[src/verilog/psp_consts.vh]
// Purpose: Constants for the byte-wide parallel slave port block
// Assumes: APB slave, 32-bit data, one register per aligned word
// Notes:   Offsets and bit positions used by the port logic
`ifndef PSP_CONSTS_VH
`define PSP_CONSTS_VH

`define PSP_OFF_CTRL      12'h000
`define PSP_OFF_PRIO      12'h004
`define PSP_OFF_DIN       12'h008
`define PSP_OFF_DOUT      12'h00C
`define PSP_OFF_IRQ_STAT  12'h010
`define PSP_OFF_IRQ_MASK  12'h014
`define PSP_OFF_GPIO      12'h018
`define PSP_OFF_SYS       12'h01C

`define PSP_BIT_IBF       7
`define PSP_BIT_OBF       6
`define PSP_BIT_INPUT_OVERFLOW_FLAG      5
`define PSP_BIT_MODE      4
`define PSP_BIT_PRIO      7

`define PSP_PRIO_RST      8'hFF
`define PSP_CTRL_RST      8'h00
`define PSP_CTRL_WMASK    8'h30

`define PSP_EV_RX         0
`define PSP_EV_TX         1
`define PSP_EV_OVF        2
`define PSP_EV_W          3

`endif

[src/verilog/psp_sync_strobe.v]
// Purpose: Detect the closing edge of a host strobe qualified by select
// Assumes: Inputs synchronous to i_clk, active-low select and strobe
// Notes:   Pulse fires once per access, when the strobe is released
`timescale 1ns/10ps
module psp_sync_strobe (
    input  wire i_clk,
    input  wire i_reset,
    input  wire i_ce,
    input  wire i_cs_n,
    input  wire i_strobe_n,
    output wire o_active,
    output reg  o_done
);
    reg act_r;

    assign o_active = ~i_cs_n & ~i_strobe_n;

    // Acting on release lets the data settle for the whole strobe
    always @(posedge i_clk) begin
        if (i_reset) begin
            act_r  <= 1'b0;
            o_done <= 1'b0;
        end else if (i_ce) begin
            act_r  <= o_active;
            o_done <= act_r & ~o_active;
        end
    end
endmodule

[src/verilog/psp_irq_prio.v]
// Purpose: Route the port interrupt to the high or low priority line
// Assumes: Priority scheme enable comes from the system control bit
// Notes:   With the scheme off every request goes to the high line
`timescale 1ns/10ps
module psp_irq_prio (
    input  wire i_req,
    input  wire i_prio_bit,
    input  wire i_scheme_en,
    output wire o_high,
    output wire o_low
);
    wire use_high;

    // Priority bit only counts while the scheme is enabled
    assign use_high = ~i_scheme_en | i_prio_bit;
    assign o_high   = i_req & use_high;
    assign o_low    = i_req & ~use_high;
endmodule

[src/verilog/psp_top.v]
// Purpose: Byte-wide parallel slave port with APB register access
// Assumes: Host pins synchronous to i_clk; APB slave, zero wait states
// Notes:   Host strobes are active low; data bus is a split tristate
//          Set beats clear on every flag that both sides touch
//
// Added by the designer: the register addresses and register access over APB.
`timescale 1ns/10ps
`include "psp_consts.vh"
module psp_top (
    input  wire        i_clk,
    input  wire        i_reset,
    input  wire        i_ce,
    input  wire        i_psel,
    input  wire        i_penable,
    input  wire        i_pwrite,
    input  wire [11:0] i_paddr,
    input  wire [31:0] i_pwdata,
    output reg  [31:0] o_prdata,
    output reg         o_pready,
    output reg         o_pslverr,
    input  wire        i_cs_n,
    input  wire        i_wr_n,
    input  wire        i_rd_n,
    input  wire [7:0]  i_host_data_bus,
    output reg  [7:0]  o_host_data_bus,
    output reg  [7:0]  o_host_data_oe,
    output reg         o_irq,
    output reg         o_irq_high,
    output reg         o_irq_low
);
    reg  [7:0] ctrl_r;
    reg  [7:0] prio_r;
    reg  [7:0] din_r;
    reg  [7:0] dout_r;
    reg  [7:0] gpio_out_r;
    reg  [7:0] gpio_oe_r;
    reg        scheme_en_r;
    reg  [3:0] stat_r;
    reg  [3:0] mask_r;
    reg  [3:0] stat_nxt;
    reg  [7:0] ctrl_nxt;
    reg  [31:0] rdata_nxt;
    reg        slverr_nxt;
    reg  [7:0] prio_nxt;
    reg  [3:0] mask_nxt;
    reg  [7:0] gpio_out_nxt;
    reg  [7:0] gpio_oe_nxt;
    reg        scheme_en_nxt;
    reg  [7:0] din_nxt;
    reg  [7:0] dout_nxt;
    reg  [31:0] prdata_nxt;
    reg        pready_nxt;
    reg        pslverr_nxt;
    reg  [7:0] bus_nxt;
    reg  [7:0] bus_oe_nxt;

    wire       port_mode;
    wire       wr_active;
    wire       wr_done;
    wire       rd_active;
    wire       rd_done;
    wire       apb_setup;
    wire       apb_wr;
    wire       apb_rd;
    wire       irq_req;
    wire       irq_hi;
    wire       irq_lo;
    wire [3:0] events;

    function is_reg;
        input [11:0] addr;
        input [11:0] off;
        begin
            is_reg = (addr == off);
        end
    endfunction

    // Byte registers read back in the low lane of the word
    function [31:0] lane0;
        input [7:0] val;
        begin
            lane0 = {24'h00_0000, val};
        end
    endfunction

    function wr_hit;
        input        wr;
        input [11:0] addr;
        input [11:0] off;
        begin
            wr_hit = wr & (addr == off);
        end
    endfunction

    assign port_mode = ctrl_r[`PSP_BIT_MODE];

    psp_sync_strobe u_wr (
        .i_clk      (i_clk),
        .i_reset    (i_reset),
        .i_ce       (i_ce),
        .i_cs_n     (i_cs_n),
        .i_strobe_n (i_wr_n),
        .o_active   (wr_active),
        .o_done     (wr_done)
    );

    psp_sync_strobe u_rd (
        .i_clk      (i_clk),
        .i_reset    (i_reset),
        .i_ce       (i_ce),
        .i_cs_n     (i_cs_n),
        .i_strobe_n (i_rd_n),
        .o_active   (rd_active),
        .o_done     (rd_done)
    );

    // Access phase is answered in the cycle it starts
    assign apb_setup = i_psel & ~i_penable;
    assign apb_wr    = i_psel & i_penable & i_pwrite & o_pready;
    assign apb_rd    = i_psel & i_penable & ~i_pwrite & o_pready;

    wire host_wr = port_mode & wr_done;
    wire host_rd = port_mode & rd_done;
    // Decoded accesses, each one cycle wide at the access edge
    wire cpu_rd_din  = apb_rd & is_reg(i_paddr, `PSP_OFF_DIN);
    wire cpu_wr_dout = apb_wr & is_reg(i_paddr, `PSP_OFF_DOUT);
    wire cpu_rd_stat = apb_rd & is_reg(i_paddr, `PSP_OFF_IRQ_STAT);
    wire cpu_wr_ctrl = wr_hit(apb_wr, i_paddr, `PSP_OFF_CTRL);

    assign events[`PSP_EV_RX]  = host_wr;
    assign events[`PSP_EV_TX]  = host_rd;
    assign events[`PSP_EV_OVF] = host_wr & ctrl_r[`PSP_BIT_IBF];
    assign events[`PSP_EV_W]   = 1'b0;

    // Control register: status bits move by hardware, set beats clear
    always @* begin
        ctrl_nxt = ctrl_r;
        if (cpu_wr_ctrl) begin
            ctrl_nxt = (ctrl_r & ~`PSP_CTRL_WMASK)
                     | (i_pwdata[7:0] & `PSP_CTRL_WMASK);
            // Overflow can only be cleared by software, never set
            ctrl_nxt[`PSP_BIT_INPUT_OVERFLOW_FLAG] = ctrl_r[`PSP_BIT_INPUT_OVERFLOW_FLAG]
                                    & i_pwdata[`PSP_BIT_INPUT_OVERFLOW_FLAG];
        end
        if (cpu_rd_din)
            ctrl_nxt[`PSP_BIT_IBF] = 1'b0;
        if (host_wr)
            ctrl_nxt[`PSP_BIT_IBF] = 1'b1;
        if (events[`PSP_EV_OVF])
            ctrl_nxt[`PSP_BIT_INPUT_OVERFLOW_FLAG] = 1'b1;
        if (host_rd)
            ctrl_nxt[`PSP_BIT_OBF] = 1'b0;
        if (cpu_wr_dout)
            ctrl_nxt[`PSP_BIT_OBF] = 1'b1;
        ctrl_nxt[3:0] = 4'h0;
    end

    // Read clears status, but a new event in that cycle survives
    always @* begin
        stat_nxt = stat_r;
        if (cpu_rd_stat)
            stat_nxt = 4'h0;
        stat_nxt = stat_nxt | events;
    end

    always @* begin
        rdata_nxt  = 32'h0000_0000;
        slverr_nxt = 1'b0;
        case (i_paddr)
            `PSP_OFF_CTRL:     rdata_nxt = lane0({ctrl_r[7:4], 4'h0});
            `PSP_OFF_PRIO:     rdata_nxt = lane0(prio_r);
            `PSP_OFF_DIN:      rdata_nxt = lane0(din_r);
            `PSP_OFF_DOUT:     rdata_nxt = lane0(dout_r);
            `PSP_OFF_IRQ_STAT: rdata_nxt = lane0({4'h0, stat_r});
            `PSP_OFF_IRQ_MASK: rdata_nxt = lane0({4'h0, mask_r});
            `PSP_OFF_GPIO:     rdata_nxt = {16'h0000, gpio_oe_r, gpio_out_r};
            `PSP_OFF_SYS:      rdata_nxt = lane0({7'h00, scheme_en_r});
            default:           slverr_nxt = 1'b1;
        endcase
    end

    // Answer is launched at the setup edge and stands one cycle,
    // so the access phase never sees a wait state
    always @* begin
        pready_nxt  = apb_setup;
        prdata_nxt  = o_prdata;
        pslverr_nxt = 1'b0;
        if (apb_setup) begin
            prdata_nxt  = i_pwrite ? 32'h0000_0000 : rdata_nxt;
            pslverr_nxt = slverr_nxt;
        end
    end

    // Software-written registers; unmapped writes fall through
    always @* begin
        prio_nxt      = prio_r;
        mask_nxt      = mask_r;
        gpio_out_nxt  = gpio_out_r;
        gpio_oe_nxt   = gpio_oe_r;
        scheme_en_nxt = scheme_en_r;
        dout_nxt      = dout_r;
        din_nxt       = din_r;
        // Mask and priority take effect at the access edge
        if (wr_hit(apb_wr, i_paddr, `PSP_OFF_PRIO))
            prio_nxt = i_pwdata[7:0];
        if (wr_hit(apb_wr, i_paddr, `PSP_OFF_IRQ_MASK))
            mask_nxt = i_pwdata[3:0];
        if (wr_hit(apb_wr, i_paddr, `PSP_OFF_GPIO)) begin
            gpio_out_nxt = i_pwdata[7:0];
            gpio_oe_nxt  = i_pwdata[15:8];
        end
        if (wr_hit(apb_wr, i_paddr, `PSP_OFF_SYS))
            scheme_en_nxt = i_pwdata[0];
        if (cpu_wr_dout)
            dout_nxt = i_pwdata[7:0];
        // Overflow keeps the newest byte, the older one is lost
        if (host_wr)
            din_nxt = i_host_data_bus;
    end

    // A frozen enable holds every register, strobe history included
    always @(posedge i_clk) begin
        if (i_reset) begin
            ctrl_r      <= `PSP_CTRL_RST;
            prio_r      <= `PSP_PRIO_RST;
            din_r       <= 8'h00;
            dout_r      <= 8'h00;
            gpio_out_r  <= 8'h00;
            gpio_oe_r   <= 8'h00;
            scheme_en_r <= 1'b0;
            stat_r      <= 4'h0;
            mask_r      <= 4'h0;
            o_prdata    <= 32'h0000_0000;
            o_pready    <= 1'b0;
            o_pslverr   <= 1'b0;
        end else if (i_ce) begin
            ctrl_r      <= ctrl_nxt;
            stat_r      <= stat_nxt;
            prio_r      <= prio_nxt;
            mask_r      <= mask_nxt;
            din_r       <= din_nxt;
            dout_r      <= dout_nxt;
            gpio_out_r  <= gpio_out_nxt;
            gpio_oe_r   <= gpio_oe_nxt;
            scheme_en_r <= scheme_en_nxt;
            o_prdata    <= prdata_nxt;
            o_pready    <= pready_nxt;
            o_pslverr   <= pslverr_nxt;
        end
    end

    // GPIO mode hands the pins back to the software registers
    always @* begin
        if (port_mode) begin
            bus_nxt    = dout_r;
            bus_oe_nxt = {8{rd_active}};
        end else begin
            bus_nxt    = gpio_out_r;
            bus_oe_nxt = gpio_oe_r;
        end
    end

    // Bus drive follows the read strobe one cycle later
    always @(posedge i_clk) begin
        if (i_reset) begin
            o_host_data_bus <= 8'h00;
            o_host_data_oe  <= 8'h00;
        end else if (i_ce) begin
            o_host_data_bus <= bus_nxt;
            o_host_data_oe  <= bus_oe_nxt;
        end
    end

    assign irq_req = |(stat_r & mask_r);

    psp_irq_prio u_prio (
        .i_req       (irq_req),
        .i_prio_bit  (prio_r[`PSP_BIT_PRIO]),
        .i_scheme_en (scheme_en_r),
        .o_high      (irq_hi),
        .o_low       (irq_lo)
    );

    always @(posedge i_clk) begin
        if (i_reset) begin
            o_irq      <= 1'b0;
            o_irq_high <= 1'b0;
            o_irq_low  <= 1'b0;
        end else if (i_ce) begin
            o_irq      <= irq_req;
            o_irq_high <= irq_hi;
            o_irq_low  <= irq_lo;
        end
    end
endmodule

[config.mk]
export PLATFORM = sky130hd
export DESIGN_NAME = psp_top
export DESIGN_NICKNAME = d
export VERILOG_FILES = /design/src/verilog/psp_sync_strobe.v /design/src/verilog/psp_irq_prio.v /design/src/verilog/psp_top.v
export VERILOG_INCLUDE_DIRS = /design/src /design/src/verilog
export SDC_FILE = /design/constraint.sdc
export NUM_CORES = 1
export LEC_CHECK = 0
export BUFFER_PORTS_ARGS = -buffer_cell sky130_fd_sc_hd__buf_2
export CAP_MARGIN = 20
export CORE_ASPECT_RATIO = 1.75
export CORE_MARGIN = 2
export CORE_UTILIZATION = 40
export DETAILED_ROUTE_END_ITERATION = 7
export GPL_ROUTABILITY_DRIVEN = 0
export HOLD_SLACK_MARGIN = 0.06
export MAX_ROUTING_LAYER = met4
export PLACE_DENSITY = 0.71
export SYNTH_ARGS = -nofsm -noshare
export SYNTH_HDL_FRONTEND = slang
export SYNTH_SLANG_ARGS = --single-unit
[constraint.sdc]
create_clock -name i_clk -period 1.9 [get_ports i_clk]
set_input_delay 0.095 -clock i_clk [delete_from_list [all_inputs] [get_ports i_clk]]
set_output_delay 0.095 -clock i_clk [all_outputs]
set_load 0.005 [all_outputs]
* After elaboration in Yosys (flattened, before gate mapping)
Index checks and enable logic that the tools add are counted.
** Storage, ports and cells
- Register bits :: 110
** Cells by class
- Bitwise operators :: 37
- Reductions and logical operators :: 17
- Mux-type cells :: 13
- Equal/unequal tests :: 7
** Operator list (count)
- case mux 16 bit (8 select lines) :: 1
- == test 12 x 5 -> 1 bit (second input constant) :: 4
- 2-to-1 mux 32 bit :: 1
- bitwise AND 1 bit :: 24
- == test 12 x 4 -> 1 bit (second input constant) :: 2
- 2-to-1 mux 8 bit :: 3
- AND reduction 2 bit :: 11
- == test 12 x 3 -> 1 bit (second input constant) :: 1
- zero test 12 bit :: 1
- NOT 1 bit :: 9
- OR 8 x 6 -> 8 bit :: 1
- OR reduction 8 bit :: 1
- 2-to-1 mux 1 bit :: 7
- nonzero test 3 bit :: 2
- bitwise AND 4 bit :: 1
- 2-to-1 mux 4 bit :: 1
- OR 4 x 3 -> 4 bit :: 1
- OR reduction 4 bit :: 1
- nonzero test 2 bit :: 1
- OR 1 bit :: 1

* Logic depth before layout (Yosys ltp)
- Word-level depth :: 7
- Mapped depth :: 7
- Gate-level depth less buffers :: 4

* By module
Synthesis repeated with hierarchy kept, for this count alone.
** Second synthesis, totals
- Cell total of the unflattened synthesis :: 470
- Area, all modules :: 4414.2 µm²
** Modules (own cells, without submodules)
- psp_top :: cells an instance 449, times used 1, sequential area each 1781.7 µm², area each 4219.0 µm²
- psp_sync_strobe :: cells an instance 9, times used 2, sequential area each 40.0 µm², area each 88.8 µm²
- psp_irq_prio :: cells an instance 3, times used 1, sequential area each 0.0 µm², area each 17.5 µm²

* Least setup slack after synthesis
OpenSTA, ideal clock, no wires.
- Kind :: reg-to-reg
- From :: register o_pready
- To :: register ctrl_r[5]
- Cell stages (with the launch flop) :: 6
- Arrival time :: 1.398 ns
- Path slack :: 0.369 ns
- Required time :: 1.768 ns
- Setup time :: 0.132 ns
- Period minus slack after synthesis :: 1.531 ns
- Cell sequence :: dfxtp_1 nand4_4 or3b_1 buf_2 o41ai_2 a21oi_1
** Between the ends
- Cells in the longest elaborated chain, start to end :: 4
** RTL lines
- start: declaration :: RTL line psp_top.v:19 : output reg o_pready,
- start signal: assignment :: RTL line psp_top.v:247 : o_pready <= pready_nxt;
- bitwise AND 1 bit :: RTL line psp_top.v:119 : assign apb_wr = i_psel & i_penable & i_pwrite & o_pready;
- bitwise AND 1 bit :: RTL line psp_top.v:91 : wr_hit = wr & (addr == off);
- nonzero test 2 bit (no line)
- AND reduction 2 bit (no line)
- end signal: assignment :: RTL line psp_top.v:224 : ctrl_r <= `PSP_CTRL_RST;
- end signal: assignment :: RTL line psp_top.v:237 : ctrl_r <= ctrl_nxt;
- end: declaration :: RTL line psp_top.v:31 : reg [7:0] ctrl_r;
No other way between the ends.
A chain may end at the register's enable or synchronous reset.

* Final worst setup path
Same ends and word-level chain as after synthesis.

==> metrics.txt <==
H-Tree Depth 3; Die ar. between 10000 and 15000 um2; clk root buf clkbuf_16; share of post-route cells with drive strength above 1 ~22%; # Max-Cap Violations 0; Cell Chain, Critical Path nand4_4, or3b_1, o41ai_2, a21oi_1; synthesis-to-layout area growth 21.74%; Slew @ Worst Pin 750.2 ps; placed wire-length estimate between 8000 and 9000 um; DIE WIDTH 81.64 um; number of buffers created by CTS 9; yosys warns 0; Mapped Avg Cell Area between 8 and 9 um2; startpoint types flop; period utilisation layout between 90% and 100%; power per cell area about 800 nW/um2; hold endpoint prio_r[0]$_SDFFE_PP1P_; clk_skew around 5.5 ps; worst endpoint data arrival time 1920 ps; WHS Path Cells 3; CTS tree yes; Core ar. 10300 um2; Pre-antenna DRT Iters 6; Starting Density 40.96%; cell taking the most area after synthesis dfxtp_1; antenna violations before repair 0; Buf+Inv Stages, Crit Path 0; Slew Limit Fails 0; Final Util between 40% and 50%; post-synthesis cell count 470; post-place setup slack 191.6 ps; Peak VDD IR 0.4514 mV; Post-synth top flop dfxtp_1; count of cell types in the netlist 53; worst rel slew slack around 50%; grt ovf 0; hold_sp i_pwdata[0]; drt total wl roughly 12000 um; leakage power roughly 2.1 nW; post-route ant nets 0; Synth Area in XOR/XNOR 0%; Seq/Total Area, Yosys 44.13%; drt via density roughly 5.6; CTS resizes 0; CP required 2100 ps; finished layout cell area about 5100 um2; status completed; Critical R2R Capture ctrl_r[5]$_SDFFE_PP0P_; final-report hold violation count 0; drt initial violations around 290; Die H ~140 um; placed inst area ~4700 um2; most common cell in the netlist dfxtp_1; Num Clock Sinks 93; reg2reg path depth 4; cell row count 49; top post-synthesis cells by area dfxtp_1, mux2i_1, nand2_1, a21oi_1, buf_4; Final Total Pwr about 0.0041 W; first-pass GRT wire length 18330 um; pin count of the biggest net entering global routing 52; Worst setup EP type flop; vias in the first global route 3779; clk buf depth 2; top cells by count, synth dfxtp_1, nand2_1, a21oi_1, mux2i_1, nor2_1; main combinational cell family by area after synthesis simple AND/OR/NAND/NOR gates; synthesized flop and latch total a little over 90; Final Worst Setup Slack between 150 and 200 ps; max incr delay on CP roughly 550 ps; final setup fails 0; Tot GR Track Use ~22%; Ant. Diodes 0; register-to-register path setup slack 190 ps; Clk Latency, worst-skew pair ~340 ps; Post-Synth Adder-Cell Area 0%; Worst Setup Path Type flop to flop; R2R Path Start o_pready$_SDFFE_PP0P_; Worst Hold Class input pin to flop; Avg WL per Cell about 17 um; post-synth top area share ~44%; Top Family by Delay on Critical Path simple AND/OR/NAND/NOR gates; final net count just over 600; Final min period 1715 ps; EDFF count, synth 0; # DRC 0; RSZ-0062 raised after global routing no; Post-Synth Simple-Gate Area between 10% and 20%; multiplexer area fraction after synthesis between 10% and 20%; Compound-Gate Fraction of Synth Area 17.44%; Port Buf Inserts 81; routed vias between 3000 and 4000; I/O pin cnt about 110; f_max 0.5831 GHz; clock slew at reported path FFs 60 ps; setup TNS 0 ps; Crit Path Max Fanout 9; asr flop ratio synth 0%; synthesized area 4219 um2; slowest CP cell or3b_1
-- state kept, by name, indices dropped and copies added (netlist names), 4 cells and up --
| name | flops |
|---|---|
| o_prdata | 16 |
| din_r | 8 |
| dout_r | 8 |
| gpio_oe_r | 8 |
| gpio_out_r | 8 |
| o_host_data_bus | 8 |
| o_host_data_oe | 8 |
| prio_r | 8 |
| ctrl_r | 4 |
| mask_r | 4 |
-- power breakdown --
part / leakage (nW) / internal [W] / total, W / switching, W
Sequential: 0.753 / 0.00197 / 0.00198 / 0.0000106
Combinational: 1.22 / 0.000129 / 0.000318 / 0.000188
Clock: 0.138 / 0.00102 / 0.00179 / 0.000763
Total: 2.11 / 0.00312 / 0.00408 / 0.000962
-- tightest hold or removal path: cells and delay by family --
family	cells	cell delay (ps)
buf+inv	1	90
compound gates	1	130
simple gates	1	50
-- logic make-up after synthesis --
kind of cell	Yosys count
AO/OA/AOI/OAI	110
buffers and inverters	64
flip-flops	93
multiplexers	43
other	1
AND/OR/NAND/NOR	159
-- metal layers --
metal  GRT usage, %  wire length [um]  share of wire (%)  vias to the layer above
li1               -                 -                  -                     1835
met1          22.08              4255                 37                     1807
met2          37.06              6083                 53                      149
met3          3.243               490                4.2                       54
met4          14.21               745                6.4                        0
met5              -                 0                  0                        -
-- area by class of cell --
| cell class | instances | area [um2] |
|---|---|---|
| fillers | 965 | 5164 |
| multi-input cells | 328 | 2078 |
| flip-flops and latches | 93 | 1862 |
| repair buffers | 112 | 703.2 |
| clock buffers | 9 | 225.2 |
| well taps | 127 | 158.9 |
| clock inverters | 7 | 75.07 |
| inverters | 9 | 33.78 |
-- placed cells by master (no fill, tap or decap), drive strengths merged, types with 2 or more instances in the layout --
cell type | netlist | final
o32ai | 2 | 2
a211oi | 17 | 17
conb | 1 | 16
nor3b | 2 | 2
o31ai | 2 | 2
a21oi | 42 | 42
buf | 33 | 96
nand2b | 11 | 11
mux2i | 37 | 37
a222oi | 5 | 5
nand2 | 70 | 70
a41o | 11 | 11
clkinv | 2 | 4
nor2 | 26 | 26
nor4 | 9 | 9
clkbuf | 22 | 9
o41ai | 2 | 2
nand3 | 17 | 17
nor3 | 10 | 10
a31oi | 8 | 8
mux4 | 5 | 5
clkinvlp | 0 | 3
inv | 7 | 8
o211ai | 3 | 3
nand4 | 2 | 2
and3 | 2 | 2
o21ai | 12 | 12
dfxtp | 93 | 93
dlygate4sd3 | 0 | 16
-- metrics by stage --
stage	hold slack, ps	instances
2_1_floorplan	231.0	485
3_3_place_gp	338.8	653
3_5_place_dp	339.9	653
4_1_cts	67.09	685
5_1_grt	76.04	685
6_report	75.81	685
-- worst max path at each step --
stage                                from                     end  slack (ps)  depth (start not counted)
floorplan           o_pready$_SDFFE_PP0P_  ctrl_r[5]$_SDFFE_PP0P_         370                          5
global placement    o_pready$_SDFFE_PP0P_  ctrl_r[5]$_SDFFE_PP0P_         270                          4
detailed placement  o_pready$_SDFFE_PP0P_  ctrl_r[5]$_SDFFE_PP0P_         190                          4
CTS                 o_pready$_SDFFE_PP0P_  ctrl_r[5]$_SDFFE_PP0P_         190                          4
global route        o_pready$_SDFFE_PP0P_  prio_r[2]$_SDFFE_PP1P_          70                          4
finish              o_pready$_SDFFE_PP0P_  ctrl_r[5]$_SDFFE_PP0P_         190                          4
-- timing repair --
item                                   4_1_cts  5_1_grt
endpoints found under the hold margin       16        0
hold buffers                                16        0
buffers inserted                             0        0
Power figures use the tool's default switching activity.
